### src/core/adcc_pkg.sv
// converter control package: register map, field positions, reset values,
// cycle counts and the carrier types shared by the control block.
// assumes one 20 MHz peripheral clock that also clocks the converter core.
package adcc_pkg;

	// register byte offsets
	localparam logic [7:0] OFS_CTL2 = 8'h08;
	localparam logic [7:0] OFS_SMP_HI = 8'h0C;
	localparam logic [7:0] OFS_SMP_LO = 8'h10;

	// control register two field positions
	localparam int BIT_ON = 0;
	localparam int BIT_CONTINUOUS_CONVERSION = 1;
	localparam int BIT_CAL = 2;
	localparam int BIT_CALIBRATION_RESET = 3;
	localparam int BIT_DMA = 8;
	localparam int BIT_ALIGN = 11;
	localparam int JSEL_LSB = 12;
	localparam int BIT_JEXT = 15;
	localparam int BIT_JSW = 21;
	localparam logic [31:0] CTL2_RW_MASK = 32'h0020F90F;
	localparam logic [31:0] CTL2_RESET = 32'h00000000;

	// sample time layout: 3 bits per channel
	localparam int NCH = 18;
	localparam int SMP_W = 3;
	localparam int CH_W = 5;
	localparam int HI_FIRST_CH = 10;
	localparam logic [31:0] SMP_HI_MASK = 32'h00FFFFFF;
	localparam logic [31:0] SMP_LO_MASK = 32'h3FFFFFFF;
	localparam logic [31:0] SMP_RESET = 32'h00000000;

	// sampling length in half converter cycles, index is the code
	localparam int SMP_HALF [8] = '{3, 15, 27, 57, 83, 111, 143, 479};
	localparam int SMP_CNT_W = 9;

	// conversion, calibration and calibration-reset lengths
	localparam int CONV_HALF = 25;
	localparam int CONV_CYCLES = (CONV_HALF + 1) / 2;
	localparam int CAL_CYCLES = 83;
	localparam int CALIBRATION_RESET_CYCLES = 8;
	localparam int CNT_W = 8;

	// injected trigger codes
	localparam logic [2:0] JTRIG_T1_TIMER_TRIGGER_OUTPUT = 3'h0;
	localparam logic [2:0] JTRIG_T1_CC4 = 3'h1;
	localparam logic [2:0] JTRIG_T2_TIMER_TRIGGER_OUTPUT = 3'h2;
	localparam logic [2:0] JTRIG_T2_CC1 = 3'h3;
	localparam logic [2:0] JTRIG_T3_CC4 = 3'h4;
	localparam logic [2:0] JTRIG_T4_TIMER_TRIGGER_OUTPUT = 3'h5;
	localparam logic [2:0] JTRIG_EXT15 = 3'h6;
	localparam logic [2:0] JTRIG_SOFT = 3'h7;

	typedef struct packed {
		logic [7:0] addr;
		logic [31:0] wdata;
		logic wr;
		logic rd;
	} adcc_bus_t;

	typedef struct packed {
		logic powered;
		logic sampling;
		logic converting;
		logic injected;
		logic calibrating;
		logic [CH_W-1:0] channel;
		logic [SMP_W-1:0] smp_code;
	} adcc_conv_t;

	typedef enum logic [2:0] {ST_OFF, ST_IDLE, ST_CAL, ST_SAMPLE, ST_CONVERT} adcc_state_t;

endpackage

### src/core/adcc_ctrl.sv
// converter control block: control register two, both sample time registers,
// injected triggers, calibration and the conversion sequencer.
// assumes trigger events are same-clock pulses and channels come from outside.
`timescale 1ns/1ps
`default_nettype none

// Notes on behaviour
// - Injected trigger codes 001 to 111 pick timer 1 capture 4, timer 2 trigger out, timer 2 capture 1, timer 3 capture 4, timer 4 trigger out, line 15, software bit.
// - Injected trigger code 000 picks the timer 1 trigger output.
// - An external injected trigger starts a conversion only while its enable bit is 1.
// - Software sets the injected start bit and the block clears it once the conversion starts.
// - Bit 8 enables DMA requests for regular results, off after reset.
// - Bit 3 asks for the calibration register to be cleared and drops when that is done.
// - A calibration reset asked during a conversion waits for it to end, taking extra cycles.
// - Bit 2 starts calibration, stays 1 while calibrating and drops at the end.
// - With bit 1 set regular conversions repeat back to back; injected ones and all others run one per start.
// - Writing 1 to the on bit while it is 0 only powers up the converter.
// - Writing 1 to the on bit while it is 1 starts a conversion.
// - Clearing the on bit stops conversion and calibration and powers down.
// - The on-bit start happens only when no other bit changes in the same write.
// - Sample codes 000 to 111 give 2 to 240 cycles of sampling, the 1.5 to 239.5 half-cycle lengths rounded up.
// - Channels 10 to 17 sit in the high register bits 23:0, channels 0 to 9 in the low one bits 29:0.
module adcc_ctrl
	import adcc_pkg::*;
(
	input wire logic clk,
	input wire logic rst_b,
	input wire adcc_bus_t bus,
	output logic [31:0] rdata,
	input wire logic [6:0] inj_events,
	input wire logic [CH_W-1:0] regular_channel,
	input wire logic [CH_W-1:0] injected_channel,
	output adcc_conv_t conv_status,
	output logic conv_start,
	output logic conv_end,
	output logic dma_request,
	output logic dma_enable,
	output logic align_left,
	output logic cal_clear
);

	localparam int CALIBRATION_RESET_BOUND = 300;

	adcc_state_t state_reg;
	logic converter_on_reg, continuous_conversion_reg, dma_reg, align_reg, injected_external_trigger_enable_reg;
	logic injected_software_start_reg, calibrate_reg, calibration_reset_reg, reg_pending_reg;
	logic [2:0] injected_trigger_select_reg;
	logic [23:0] smp_hi_reg;
	logic [29:0] smp_lo_reg;
	logic [31:0] rdata_reg, ctl_now;
	logic [CNT_W-1:0] cnt_reg, rst_cnt_reg;
	logic [CH_W-1:0] cur_ch_reg;
	logic cur_inj_reg, smp_start_reg, conv_end_reg, dma_req_reg, cal_clear_reg;
	logic ctl_wr, other_changed, on_start, power_off, inj_go, inj_from_sw, jsw_taken;
	logic cal_done, calibration_reset_done, smp_done, smp_busy;
	logic [SMP_W-1:0] ch_code [NCH];
	logic [SMP_W-1:0] cur_code;

	// current view of the writable control bits
	always_comb begin
		ctl_now = CTL2_RESET;
		ctl_now[BIT_ON] = converter_on_reg;
		ctl_now[BIT_CONTINUOUS_CONVERSION] = continuous_conversion_reg;
		ctl_now[BIT_CAL] = calibrate_reg;
		ctl_now[BIT_CALIBRATION_RESET] = calibration_reset_reg;
		ctl_now[BIT_DMA] = dma_reg;
		ctl_now[BIT_ALIGN] = align_reg;
		ctl_now[JSEL_LSB +: 3] = injected_trigger_select_reg;
		ctl_now[BIT_JEXT] = injected_external_trigger_enable_reg;
		ctl_now[BIT_JSW] = injected_software_start_reg;
	end

	// write decode; the on-bit start needs every other bit to stay put
	assign ctl_wr = bus.wr && (bus.addr == OFS_CTL2);
	assign other_changed = (((bus.wdata ^ ctl_now) & CTL2_RW_MASK) >> 1) != 32'h00000000;
	assign on_start = ctl_wr && bus.wdata[BIT_ON] && converter_on_reg && !other_changed;
	assign power_off = ctl_wr && !bus.wdata[BIT_ON];

	// plain control fields
	always_ff @(posedge clk) begin
		if (!rst_b) begin
			converter_on_reg <= CTL2_RESET[BIT_ON];
			continuous_conversion_reg <= CTL2_RESET[BIT_CONTINUOUS_CONVERSION];
			dma_reg <= CTL2_RESET[BIT_DMA];
			align_reg <= CTL2_RESET[BIT_ALIGN];
			injected_trigger_select_reg <= CTL2_RESET[JSEL_LSB +: 3];
			injected_external_trigger_enable_reg <= CTL2_RESET[BIT_JEXT];
		end else if (ctl_wr) begin
			converter_on_reg <= bus.wdata[BIT_ON];
			continuous_conversion_reg <= bus.wdata[BIT_CONTINUOUS_CONVERSION];
			dma_reg <= bus.wdata[BIT_DMA];
			align_reg <= bus.wdata[BIT_ALIGN];
			injected_trigger_select_reg <= bus.wdata[JSEL_LSB +: 3];
			injected_external_trigger_enable_reg <= bus.wdata[BIT_JEXT];
		end
	end

	// software start bit: a write beats the hardware clear
	always_ff @(posedge clk) begin
		if (!rst_b) begin
			injected_software_start_reg <= CTL2_RESET[BIT_JSW];
		end else if (ctl_wr) begin
			injected_software_start_reg <= bus.wdata[BIT_JSW];
		end else if (jsw_taken) begin
			injected_software_start_reg <= 1'b0;
		end
	end

	// calibration bits: power-down wins, then a software set, then the clear
	always_ff @(posedge clk) begin
		if (!rst_b) begin
			calibrate_reg <= CTL2_RESET[BIT_CAL];
			calibration_reset_reg <= CTL2_RESET[BIT_CALIBRATION_RESET];
		end else begin
			if (power_off) begin
				calibrate_reg <= 1'b0;
			end else if (ctl_wr && bus.wdata[BIT_CAL]) begin
				calibrate_reg <= 1'b1;
			end else if (cal_done) begin
				calibrate_reg <= 1'b0;
			end
			if (power_off) begin
				calibration_reset_reg <= 1'b0;
			end else if (ctl_wr && bus.wdata[BIT_CALIBRATION_RESET]) begin
				calibration_reset_reg <= 1'b1;
			end else if (calibration_reset_done) begin
				calibration_reset_reg <= 1'b0;
			end
		end
	end

	// calibration reset counts only outside a conversion, so a busy one adds cycles
	always_ff @(posedge clk) begin
		if (!rst_b) begin
			rst_cnt_reg <= '0;
		end else if (!calibration_reset_reg || calibration_reset_done) begin
			rst_cnt_reg <= '0;
		end else if (state_reg != ST_SAMPLE && state_reg != ST_CONVERT) begin
			rst_cnt_reg <= rst_cnt_reg + CNT_W'(1);
		end
	end
	assign calibration_reset_done = calibration_reset_reg && (rst_cnt_reg == CNT_W'(CALIBRATION_RESET_CYCLES - 1));

	always_ff @(posedge clk) begin
		if (!rst_b) begin
			cal_clear_reg <= 1'b0;
		end else begin
			cal_clear_reg <= calibration_reset_done && !power_off;
		end
	end

	// sample time registers, reserved bits kept at zero
	always_ff @(posedge clk) begin
		if (!rst_b) begin
			smp_hi_reg <= SMP_RESET[23:0];
			smp_lo_reg <= SMP_RESET[29:0];
		end else if (bus.wr && bus.addr == OFS_SMP_HI) begin
			smp_hi_reg <= bus.wdata[23:0];
		end else if (bus.wr && bus.addr == OFS_SMP_LO) begin
			smp_lo_reg <= bus.wdata[29:0];
		end
	end

	// per-channel view of the sample codes, each independent
	for (genvar g = 0; g < NCH; g++) begin : g_ch
		if (g < HI_FIRST_CH) begin : g_lo
			assign ch_code[g] = smp_lo_reg[g*SMP_W +: SMP_W];
		end else begin : g_hi
			assign ch_code[g] = smp_hi_reg[(g-HI_FIRST_CH)*SMP_W +: SMP_W];
		end
	end
	// code is read live; software must not change it mid sample
	assign cur_code = (cur_ch_reg < CH_W'(NCH)) ? ch_code[cur_ch_reg] : SMP_W'(0);

	// read data stands one cycle after the strobe only
	always_ff @(posedge clk) begin
		if (!rst_b || !bus.rd) begin
			rdata_reg <= 32'h00000000;
		end else begin
			case (bus.addr)
				OFS_CTL2: rdata_reg <= ctl_now;
				OFS_SMP_HI: rdata_reg <= {8'h00, smp_hi_reg} & SMP_HI_MASK;
				OFS_SMP_LO: rdata_reg <= {2'h0, smp_lo_reg} & SMP_LO_MASK;
				default: rdata_reg <= 32'h00000000;
			endcase
		end
	end

	adcc_inj_trig u_trig (
		.sel(injected_trigger_select_reg),
		.ext_en(injected_external_trigger_enable_reg),
		.sw_start(injected_software_start_reg),
		.events(inj_events),
		.go(inj_go),
		.from_sw(inj_from_sw)
	);

	adcc_smp_timer u_smp (
		.clk(clk),
		.rst_b(rst_b),
		.start(smp_start_reg),
		.code(cur_code),
		.busy(smp_busy),
		.done(smp_done)
	);

	// injected start taken only when idle; later events are dropped
	assign jsw_taken = (state_reg == ST_IDLE) && !calibrate_reg && inj_go && inj_from_sw && !power_off;
	assign cal_done = (state_reg == ST_CAL) && (cnt_reg == CNT_W'(CAL_CYCLES - 1));

	// regular start waits in a pending flag until the sequencer is idle
	always_ff @(posedge clk) begin
		if (!rst_b || power_off) begin
			reg_pending_reg <= 1'b0;
		end else if (on_start) begin
			reg_pending_reg <= 1'b1;
		end else if (state_reg == ST_IDLE && !calibrate_reg && !inj_go) begin
			reg_pending_reg <= 1'b0;
		end
	end

	// sequencer
	always_ff @(posedge clk) begin
		if (!rst_b) begin
			state_reg <= ST_OFF;
			cnt_reg <= '0;
			cur_ch_reg <= '0;
			cur_inj_reg <= 1'b0;
			smp_start_reg <= 1'b0;
			conv_end_reg <= 1'b0;
			dma_req_reg <= 1'b0;
		end else begin
			smp_start_reg <= 1'b0;
			conv_end_reg <= 1'b0;
			dma_req_reg <= 1'b0;
			if (power_off) begin
				state_reg <= ST_OFF;
				cnt_reg <= '0;
			end else begin
				case (state_reg)
					ST_OFF: begin
						if (ctl_wr && bus.wdata[BIT_ON]) begin
							state_reg <= ST_IDLE;
						end
					end
					ST_IDLE: begin
						cnt_reg <= '0;
						if (calibrate_reg) begin
							state_reg <= ST_CAL;
						end else if (inj_go) begin
							state_reg <= ST_SAMPLE;
							cur_ch_reg <= injected_channel;
							cur_inj_reg <= 1'b1;
							smp_start_reg <= 1'b1;
						end else if (reg_pending_reg) begin
							state_reg <= ST_SAMPLE;
							cur_ch_reg <= regular_channel;
							cur_inj_reg <= 1'b0;
							smp_start_reg <= 1'b1;
						end
					end
					ST_CAL: begin
						cnt_reg <= cnt_reg + CNT_W'(1);
						if (cal_done) begin
							state_reg <= ST_IDLE;
						end
					end
					ST_SAMPLE: begin
						cnt_reg <= '0;
						if (smp_done && !smp_start_reg) begin // stale count from an aborted sample ignored
							state_reg <= ST_CONVERT;
						end
					end
					ST_CONVERT: begin
						cnt_reg <= cnt_reg + CNT_W'(1);
						if (cnt_reg == CNT_W'(CONV_CYCLES - 1)) begin
							conv_end_reg <= 1'b1;
							dma_req_reg <= dma_reg && !cur_inj_reg;
							if (continuous_conversion_reg && !cur_inj_reg) begin
								state_reg <= ST_SAMPLE;
								cur_ch_reg <= regular_channel;
								smp_start_reg <= 1'b1;
							end else begin
								state_reg <= ST_IDLE;
							end
						end
					end
					default: state_reg <= ST_OFF;
				endcase
			end
		end
	end

	// outputs, all from flops
	assign rdata = rdata_reg;
	assign conv_start = smp_start_reg;
	assign conv_end = conv_end_reg;
	assign dma_request = dma_req_reg;
	assign dma_enable = dma_reg;
	assign align_left = align_reg;
	assign cal_clear = cal_clear_reg;
	assign conv_status = '{powered: converter_on_reg, sampling: state_reg == ST_SAMPLE,
		converting: state_reg == ST_CONVERT, injected: cur_inj_reg, calibrating: calibrate_reg,
		channel: cur_ch_reg, smp_code: cur_code};
endmodule
`default_nettype wire

### src/core/adcc_inj_trig.sv
// injected trigger selector: picks one event source by code.
// assumes event inputs are one-cycle pulses from logic on the same clock.
`timescale 1ns/1ps
`default_nettype none
module adcc_inj_trig
	import adcc_pkg::*;
(
	input wire logic [2:0] sel,
	input wire logic ext_en,
	input wire logic sw_start,
	input wire logic [6:0] events,
	output logic go,
	output logic from_sw
);

	// code 111 is the software bit; every other code an external event
	always_comb begin
		from_sw = (sel == JTRIG_SOFT);
		if (from_sw) begin
			go = sw_start;
		end else begin
			go = ext_en && events[sel];
		end
	end

endmodule
`default_nettype wire

### src/core/adcc_smp_timer.sv
// sampling phase timer: runs for the cycle count that a sample code selects.
// assumes start is a one-cycle pulse given only while not busy.
`timescale 1ns/1ps
`default_nettype none
module adcc_smp_timer
	import adcc_pkg::*;
(
	input wire logic clk,
	input wire logic rst_b,
	input wire logic start,
	input wire logic [SMP_W-1:0] code,
	output logic busy,
	output logic done
);

	logic [SMP_CNT_W-1:0] cnt_reg;
	logic [SMP_CNT_W-1:0] len;
	logic [SMP_CNT_W-1:0] chk_len_reg;
	logic [SMP_CNT_W-1:0] chk_age_reg;

	// half cycles round up, converter runs at the block clock
	always_comb begin
		len = SMP_CNT_W'((SMP_HALF[code] + 1) / 2);
	end

	// down counter, done pulses on the last sampling cycle;
	// the start pulse cycle already samples, so load one less
	always_ff @(posedge clk) begin
		if (!rst_b) begin
			cnt_reg <= '0;
		end else if (start) begin
			cnt_reg <= len - SMP_CNT_W'(1);
		end else if (cnt_reg != '0) begin
			cnt_reg <= cnt_reg - SMP_CNT_W'(1);
		end
	end

	assign busy = (cnt_reg != '0);
	assign done = (cnt_reg == SMP_CNT_W'(1));

	// helper: length asked and cycles since start
	always_ff @(posedge clk) begin
		if (!rst_b) begin
			chk_len_reg <= '0;
			chk_age_reg <= '0;
		end else if (start) begin
			chk_len_reg <= len;
			chk_age_reg <= SMP_CNT_W'(2);
		end else if (busy) begin
			chk_age_reg <= chk_age_reg + SMP_CNT_W'(1);
		end
	end
endmodule
`default_nettype wire

### config.mk
export PLATFORM = sky130hd
export DESIGN_NAME = adcc_ctrl
export DESIGN_NICKNAME = d
export VERILOG_FILES = /design/src/core/adcc_pkg.sv /design/src/core/adcc_ctrl.sv /design/src/core/adcc_inj_trig.sv /design/src/core/adcc_smp_timer.sv
export SDC_FILE = /design/constraint.sdc
export NUM_CORES = 1
export LEC_CHECK = 0
export BUFFER_PORTS_ARGS = -buffer_cell sky130_fd_sc_hd__buf_4
export CORE_MARGIN = 1
export CORE_UTILIZATION = 44
export DETAILED_ROUTE_END_ITERATION = 6
export PLACE_DENSITY = 0.65
export SETUP_SLACK_MARGIN = 0.3
export SYNTH_ARGS = -nofsm -noshare
export SYNTH_HDL_FRONTEND = slang
export SYNTH_SLANG_ARGS = --single-unit
### constraint.sdc
create_clock -name clk -period 5.9 [get_ports clk]
set_input_delay 1.18 -clock clk [delete_from_list [all_inputs] [get_ports clk]]
set_output_delay 1.18 -clock clk [all_outputs]
set_load 0.01 [all_outputs]
==> summary.md, run 1 <==
| Metric | Value |
|---|---|
| Run status | finished, violations left |
| Violations in the final reports | design-rule violations |
| Critical path depth in cells | 6 |
| CORE AREA | ~0.014 mm2 |
| # port buffers | 107 |
| Element type at the critical path start | flop |
| Switching fraction of total power | 25.21% |
| Worst reg-to-reg path cell count | 13 |
| Inserted Clock Buffers | 17 |
| Fin cells | ~1k |
| Number of resized instances in the post-cts repair step | 0 |
| Type of the worst setup path | reg2out |
| Die area | 0.01471 mm2 |
| Clock insertion delay at the later pin of the skew report | roughly 0.42 ns |
| Post-placement cell count | slightly below 1k |
| Total routed wirelength | between 15000 and 20000 um |
| Comb pwr share | 11.5% |
| FILL cells | roughly 1.3k |
| TritonCTS clock tree | done |
| Remaining design rule violation count | 2 |
| Number of inserted diodes | 0 |
| Post-Route Setup TNS | 0 ns |
| Clock root buffer | clkbuf_16 |
| Critical path startpoint | cur_ch_reg[0] |
| Clock-pin transition on the worst setup and hold timing paths | about 0.060 ns |
| Switching component of the power | approximately 0.0006 W |
| Top FF cell, synth | dfxtp_1 |
| Number of core rows | 43 |
| Flip-flop and latch area | 0.002683 mm2 |
| Final Max Slew Viols | 0 |
| Leakage power total | 2.851 nW |
| Grt total ovfl | 0 |
| Synth warnings | 0 |
| Final worst path period share | about 73% |
| Kind of end point of the critical path | output port |
| Pin count of the biggest net entering global routing | 66 |
| Critical-path maximum fanout | 16 |
| Synthesized cell area | ~0.0063 mm2 |
| Max H-tree Level | 4 |
| First-pass iteration count of the detailed router | 7 |
| Sequential fraction of the synthesis area | 42.85% |
| Flip-flop and latch count after synthesis | between 100 and 150 |
| Worst path required time | roughly 4.7 ns |
| Placed wire-length estimate | 12240 um |
| Die span in x | approximately 120 um |
| Cell type of the slowest stage on the worst timing path | dfxtp_1 |
| First-pass GRT wire length | about 28000 um |
| Wire length per cell after detailed routing | ~17 um |
| All-Layer GR Usage | 24.54% |
| P per Cell Area | around 310 mW/mm2 |
| Unrepaired setup endpoints after global routing | false |
| Arrival time of the worst setup path | 3.10 ns |
| Area growth from synthesis to layout | 23.90% |
| Number of buffers on the longest clock path | 2 |
| Count of distinct cell types in the synthesized netlist | 70 |
| Fraction of power consumed by the clock network | about 48% |
| Synthesized instance count | 741 |
| Top Family by Delay on Critical Path | flip-flops |
| Min cycle time layout | approximately 4.3 ns |
| Multi-input combinational cell area | approximately 0.0033 mm2 |
| Clk_skew | 0.01138 ns |
| Register share of total power | between 40 and 50% |
| Number of endpoints with negative hold slack in the final report | 0 |
| Floorplan die height | roughly 120 um |
| Reg-to-Reg Start | cur_ch_reg[0] |
| Chain of cells forming the critical path | buf_4 > mux4_2 > or2_0 > a31oi_1 > nand2_2 > buf_4 |
| Number of nets with antenna violations after routing | 0 |
| Slack of the worst reg-to-reg path | 2.10 ns |
| # Post-CTS Setup Buffers | 0 |
| Number of global-route vias before repair | 5473 |
| Hold buffer count at CTS | 0 |
| Net total in the final layout | between 800 and 900 |
| Avg Synthesized Cell Area | between 8 and 9 um2 |
| Min Hold Slack | between 0.4 and 0.5 ns |
| Ys async rst share | 0% |
| Worst IR Drop VDD | approximately 220 uV |
| Longest individual stage delay on the worst path | 0.96 ns |
| Average vias per placed instance | between 5 and 6 |
| Actual slew at the worst max-slew pin | between 1 and 1.5 ns |
| Most Frequent Cell on Critical Path | buf_4 |
| Final weighted congestion of routability-driven global placement | around 0.90 |
| Buffers plus inverters on the worst setup path | 2 |
| Endpoint of the lowest-slack register-to-register path | u_smp.cnt_reg[7] |
| EDFF count, synth | 0 |
| Cell Int Power | ~0.0018 W |
| Count of maximum capacitance violations | 0 |
| Vias | about 5.8k |
| Class of the tightest hold or removal check | reg2reg |
| Fraction of final layout cells with drive strength greater than 1 | 20.79% |
| Tightest slew margin relative to the limit | a little under a quarter |
| Boundary pin count | approximately 110 |
| Num Clock Sinks | 134 |
| Worst setup path end | conv_status[2] |
| Starting Density | between 40 and 50% |
| Initial DRC count | between 500 and 600 |
| Fmax achieved | approximately 0.23 GHz |
| Initial antenna violation count | 0 |
| Final setup violation count | 0 |
==> routing by layer <==
layer | track usage [%] | vias up | part of all wire [%]
met3 | 4.652 | 30 | 6.3
li1 | - | 2773 | -
met2 | 39.03 | 236 | 48
met5 | 0 | - | 0
met1 | 32.28 | 2751 | 44
met4 | 10.57 | 0 | 2.2
==> power groups by stage <==
stage                     clock [W]  combinational (W)  sequential [W]
after floorplan                   0           0.000196        0.000974
after global placement            0           0.000262        0.000984
after detailed placement          0           0.000269        0.000986
after CTS                   0.00115           0.000272        0.000967
after global routing        0.00119           0.000311        0.000971
final                       0.00114           0.000273        0.000968
==> cell type report <==
cell class / count / area share [%]
Clock inverter: 14 / 2.548
Multi-Input combinational cell: 544 / 42.65
Sequential cell: 134 / 34.58
Inverter: 13 / 0.6290
Tap cell: 180 / 2.903
Clock buffer: 18 / 5.661
Timing Repair Buffer: 114 / 11.03
==> Yosys cell counts, types with 8 or more instances <==
library cell,n,area (um2)
xnor2_1,15,131.4
inv_1,12,45.04
ha_1,10,125.1
nand4_1,9,56.30
xor2_1,10,87.58
nand2b_1,10,62.56
nor3_1,12,60.06
a22oi_1,20,150.1
a21oi_1,85,425.4
nand3_1,13,65.06
clkbuf_1,35,131.4
and3_1,10,62.56
nand2_1,154,578.1
mux2i_1,22,220.2
dfxtp_1,134,2683
nor2b_1,8,50.05
nor2_1,59,221.5
a222oi_1,11,110.1
mux2_2,9,101.4
==> placed cells by master, fill, tap and decap left out, drive strengths merged, types with 8 or more instances in the layout <==
master    n
mux2i    22
dfxtp   134
a22oi    20
nand2b   10
nor2     59
a21oi    85
nor3     12
ha       10
xnor2    15
nand2   156
inv      15
mux2      9
and3     10
buf     114
xor2     10
nor2b     8
a222oi   11
nand3    13
nand4     9
clkbuf   18
==> kinds of logic (layout without fill, tap and decap cells) <==
logic type | after synthesis | after routing | share of synthesized area [%]
AO/OA/AOI/OAI | 160 | 160 | 16.51
XOR/XNOR | 25 | 25 | 3.497
adder cells (fa/ha/maj) | 10 | 10 | 1.998
buffers and inverters | 64 | 159 | 4.596
flip-flops | 134 | 134 | 42.85
multiplexers | 37 | 37 | 7.414
other | 1 | 2 | 0.05989
AND/OR/NAND/NOR | 310 | 310 | 23.08
==> through the flow <==
stage	area (um2)	power (W)	setup slack, ns	utilization [%]
2_1_floorplan	6265	0.001171	2.703	-
3_3_place_gp	7121	0.001246	2.072	51.30
3_5_place_dp	7121	0.001255	1.995	51.30
4_1_cts	7757	0.002385	1.618	55.89
5_1_grt	7757	0.002474	1.464	55.89
6_report	7757	0.002379	1.615	55.89
==> worst min path at each step <==
stage                    from             end  slack (ns)  cells past startpoint
3_5_place_dp   smp_lo_reg[28]  smp_lo_reg[28]        0.46                      2
3_3_place_gp   smp_lo_reg[24]  smp_lo_reg[24]        0.45                      2
4_1_cts        smp_lo_reg[28]  smp_lo_reg[28]        0.47                      2
6_report       smp_lo_reg[28]  smp_lo_reg[28]        0.47                      2
5_1_grt        smp_hi_reg[12]  smp_hi_reg[12]        0.49                      2
2_1_floorplan  smp_lo_reg[29]  smp_lo_reg[29]        0.44                      2
==> worst min-delay path, cell delays in order, from the launching register on <==
cell     delay (ns)
dfxtp_1        0.32
nand2_1        0.05
a21oi_1        0.05
Note: power is estimated with default switching activity, not from simulation.
==> run 2, diff against run 1 <==
- clock period: 5.9 -> 4.4 ns (I/O delays scaled with it)
==> summary.md, run 2 (synthesis results as in run 1) <==
| Metric | Value |
|---|---|
| Arrival time of the worst setup path | 2.95 ns |
| Critical path startpoint | cur_ch_reg[0] |
| P per Cell Area | roughly 400 mW/mm2 |
| Leakage power total | between 2 and 3 nW |
| Clock insertion delay at the later pin of the skew report | ~0.43 ns |
| Number of nets with antenna violations after routing | 0 |
| Clock-pin transition on the worst setup and hold timing paths | approximately 0.050 ns |
| Fraction of final layout cells with drive strength greater than 1 | 21.17% |
| TritonCTS clock tree | done |
| Class of the tightest hold or removal check | reg2reg |
| Type of the worst setup path | reg2out |
| Violations in the final reports | design-rule violations |
| Vias | around 5.7k |
| Placed wire-length estimate | approximately 12000 um |
| Area growth from synthesis to layout | 24.08% |
| Count of maximum capacitance violations | 0 |
| Most Frequent Cell on Critical Path | buf_4 |
| Num Clock Sinks | roughly 130 |
| Endpoint of the lowest-slack register-to-register path | u_smp.cnt_reg[7] |
| Most frequent cells in the layout | nand2_1, dfxtp_1, buf_4 |
| Number of buffers on the longest clock path | 2 |
| Final weighted congestion of routability-driven global placement | between 0.8 and 0.9 |
| Initial DRC count | 514 |
| Boundary pin count | roughly 110 |
| Hold path endpoint | u_smp.cnt_reg[8] |
| Leading cell type in the layout, fill and taps excluded | nand2_1 |
| First-pass GRT wire length | 27600 um |
| Element type at the critical path start | flop |
| Inserted Clock Buffers | 17 |
| Hold buffer count at CTS | 0 |
| Clk_skew | approximately 0.0067 ns |
| # Post-CTS Setup Buffers | 0 |
| Number of inserted diodes | 0 |
| CORE AREA | 0.01388 mm2 |
| Final setup violation count | 0 |
| Critical-path maximum fanout | 13 |
| Worst reg-to-reg path cell count | 12 |
| Clock root buffer | clkbuf_16 |
| Die area | approximately 0.015 mm2 |
| Reg-to-Reg Start | cur_ch_reg[0] |
| Number of endpoints with negative hold slack in the final report | 0 |
| Wire length per cell after detailed routing | 16.94 um |
| Final worst path period share | a little under 90% |
| Floorplan die height | around 120 um |
| Number of resized instances in the post-cts repair step | 0 |
| Fmax achieved | between 0.2 and 0.3 GHz |
| Final Max Slew Viols | 0 |
| Grt total ovfl | 0 |
| Initial antenna violation count | 0 |
| Post-Route Setup TNS | 0 ns |
| Die span in x | 121.3 um |
| Average vias per placed instance | around 5.6 |
| Unrepaired setup endpoints after global routing | false |
| Slack of the worst reg-to-reg path | roughly 0.75 ns |
| Longest individual stage delay on the worst path | around 0.8 ns |
| Remaining design rule violation count | 1 |
| First-pass iteration count of the detailed router | 7 |
| Worst IR Drop VDD | 291.1 uV |
| Worst path required time | 3.52 ns |
| Total power | between 0.003 and 0.004 W |
| Net total in the final layout | about 900 |
| Start point of the worst min-delay path | u_smp.cnt_reg[8] |
| Cell type of the slowest stage on the worst timing path | dfxtp_1 |
| All-Layer GR Usage | about a quarter |
| # port buffers | 107 |
| Area of placed instances | 0.007151 mm2 |
| Non-Filler Cell Area, Final | 0.007769 mm2 |
| Actual slew at the worst max-slew pin | 1.019 ns |
| Max H-tree Level | 4 |
| Starting Density | a little under half |
| Run status | finished, violations left |
| Pin count of the biggest net entering global routing | about 60 |
| Number of global-route vias before repair | about 5.5k |
| Kind of end point of the critical path | output port |
| Total routed wirelength | 17290 um |
| Number of core rows | 43 |
| Min cycle time layout | 3.830 ns |
| Chain of cells forming the critical path | buf_4 > mux4_2 > or2_0 > a31oi_1 > nand2_2 > buf_4 |
| FILL cells | between 1k and 1.5k |
| Tightest slew margin relative to the limit | between 30% and 40% |
| Hold path cells | 2 |
## run 2: cell types whose count changed in the layout (fill, tap and decap cells not counted), moves of 2 or more
cell and delta:
buf_4 +4, clkinv_4 -2, inv_6 -3, clkinvlp_4 +3
clkbuf_8 +2
## run 2: worst max-delay path by stage
stage / endpoint / slack, ns / depth (start not counted)
after global routing: conv_status[2] / 0.43 / 6
final: conv_status[2] / 0.57 / 6
after global placement: u_smp.cnt_reg[7] / 0.87 / 12
after CTS: conv_status[2] / 0.58 / 6
after detailed placement: u_smp.cnt_reg[7] / 0.80 / 12
after floorplan: u_smp.cnt_reg[7] / 1.20 / 15
## run 2: per-stage QoR
| stage | utilization, % | cells | setup slack (ns) | hold WS (ns) |
|---|---|---|---|---|
| floorplan | - | 742 | 1.203 | 0.4401 |
| global placement | 51.51 | 989 | 0.8745 | 0.4549 |
| detailed placement | 51.51 | 989 | 0.7977 | 0.4646 |
| CTS | 55.97 | 1021 | 0.5764 | 0.4750 |
| global route | 55.97 | 1021 | 0.4288 | 0.5003 |
| finish | 55.97 | 1021 | 0.5702 | 0.4730 |
## run 2: report_power, final
| part | switching [W] | internal (W) |
|---|---|---|
| sequential | 0.0000422 | 0.00125 |
| clock | 0.000537 | 0.000932 |
| combinational | 0.000200 | 0.000165 |
| total | 0.000779 | 0.00235 |
## run 2: final cells by class
| type | instances | area [um2] | area share (%) |
|---|---|---|---|
| multi-input combinational | 544 | 3308 | 42.58 |
| clock inverter | 12 | 151.4 | 1.949 |
| timing repair buffer | 118 | 885.9 | 11.40 |
| sequential | 134 | 2683 | 34.53 |
| inverter | 13 | 48.80 | 0.6281 |
| clock buffer | 20 | 466.7 | 6.007 |
| tap | 180 | 225.2 | 2.899 |
## run 2: layer usage
metal | routed length (um) | track usage (%) | share of wire (%) | vias up
li1 | - | - | - | 2780
met1 | 7640 | 31.15 | 44 | 2687
met2 | 8211 | 39.42 | 47 | 221
met3 | 1049 | 5.075 | 6.1 | 31
met4 | 392 | 10.11 | 2.3 | 0
met5 | 0 | 0 | 0 | -
## run 2: critical path: cells and delay by family (launching register included)
kind                   cells  cell delay, ns
DFF                        1            0.80
buffers and inverters      2            0.51
AOI/OAI and AO/OA          1            0.29
muxes                      1            0.51
and+or+nand+nor            2            0.42
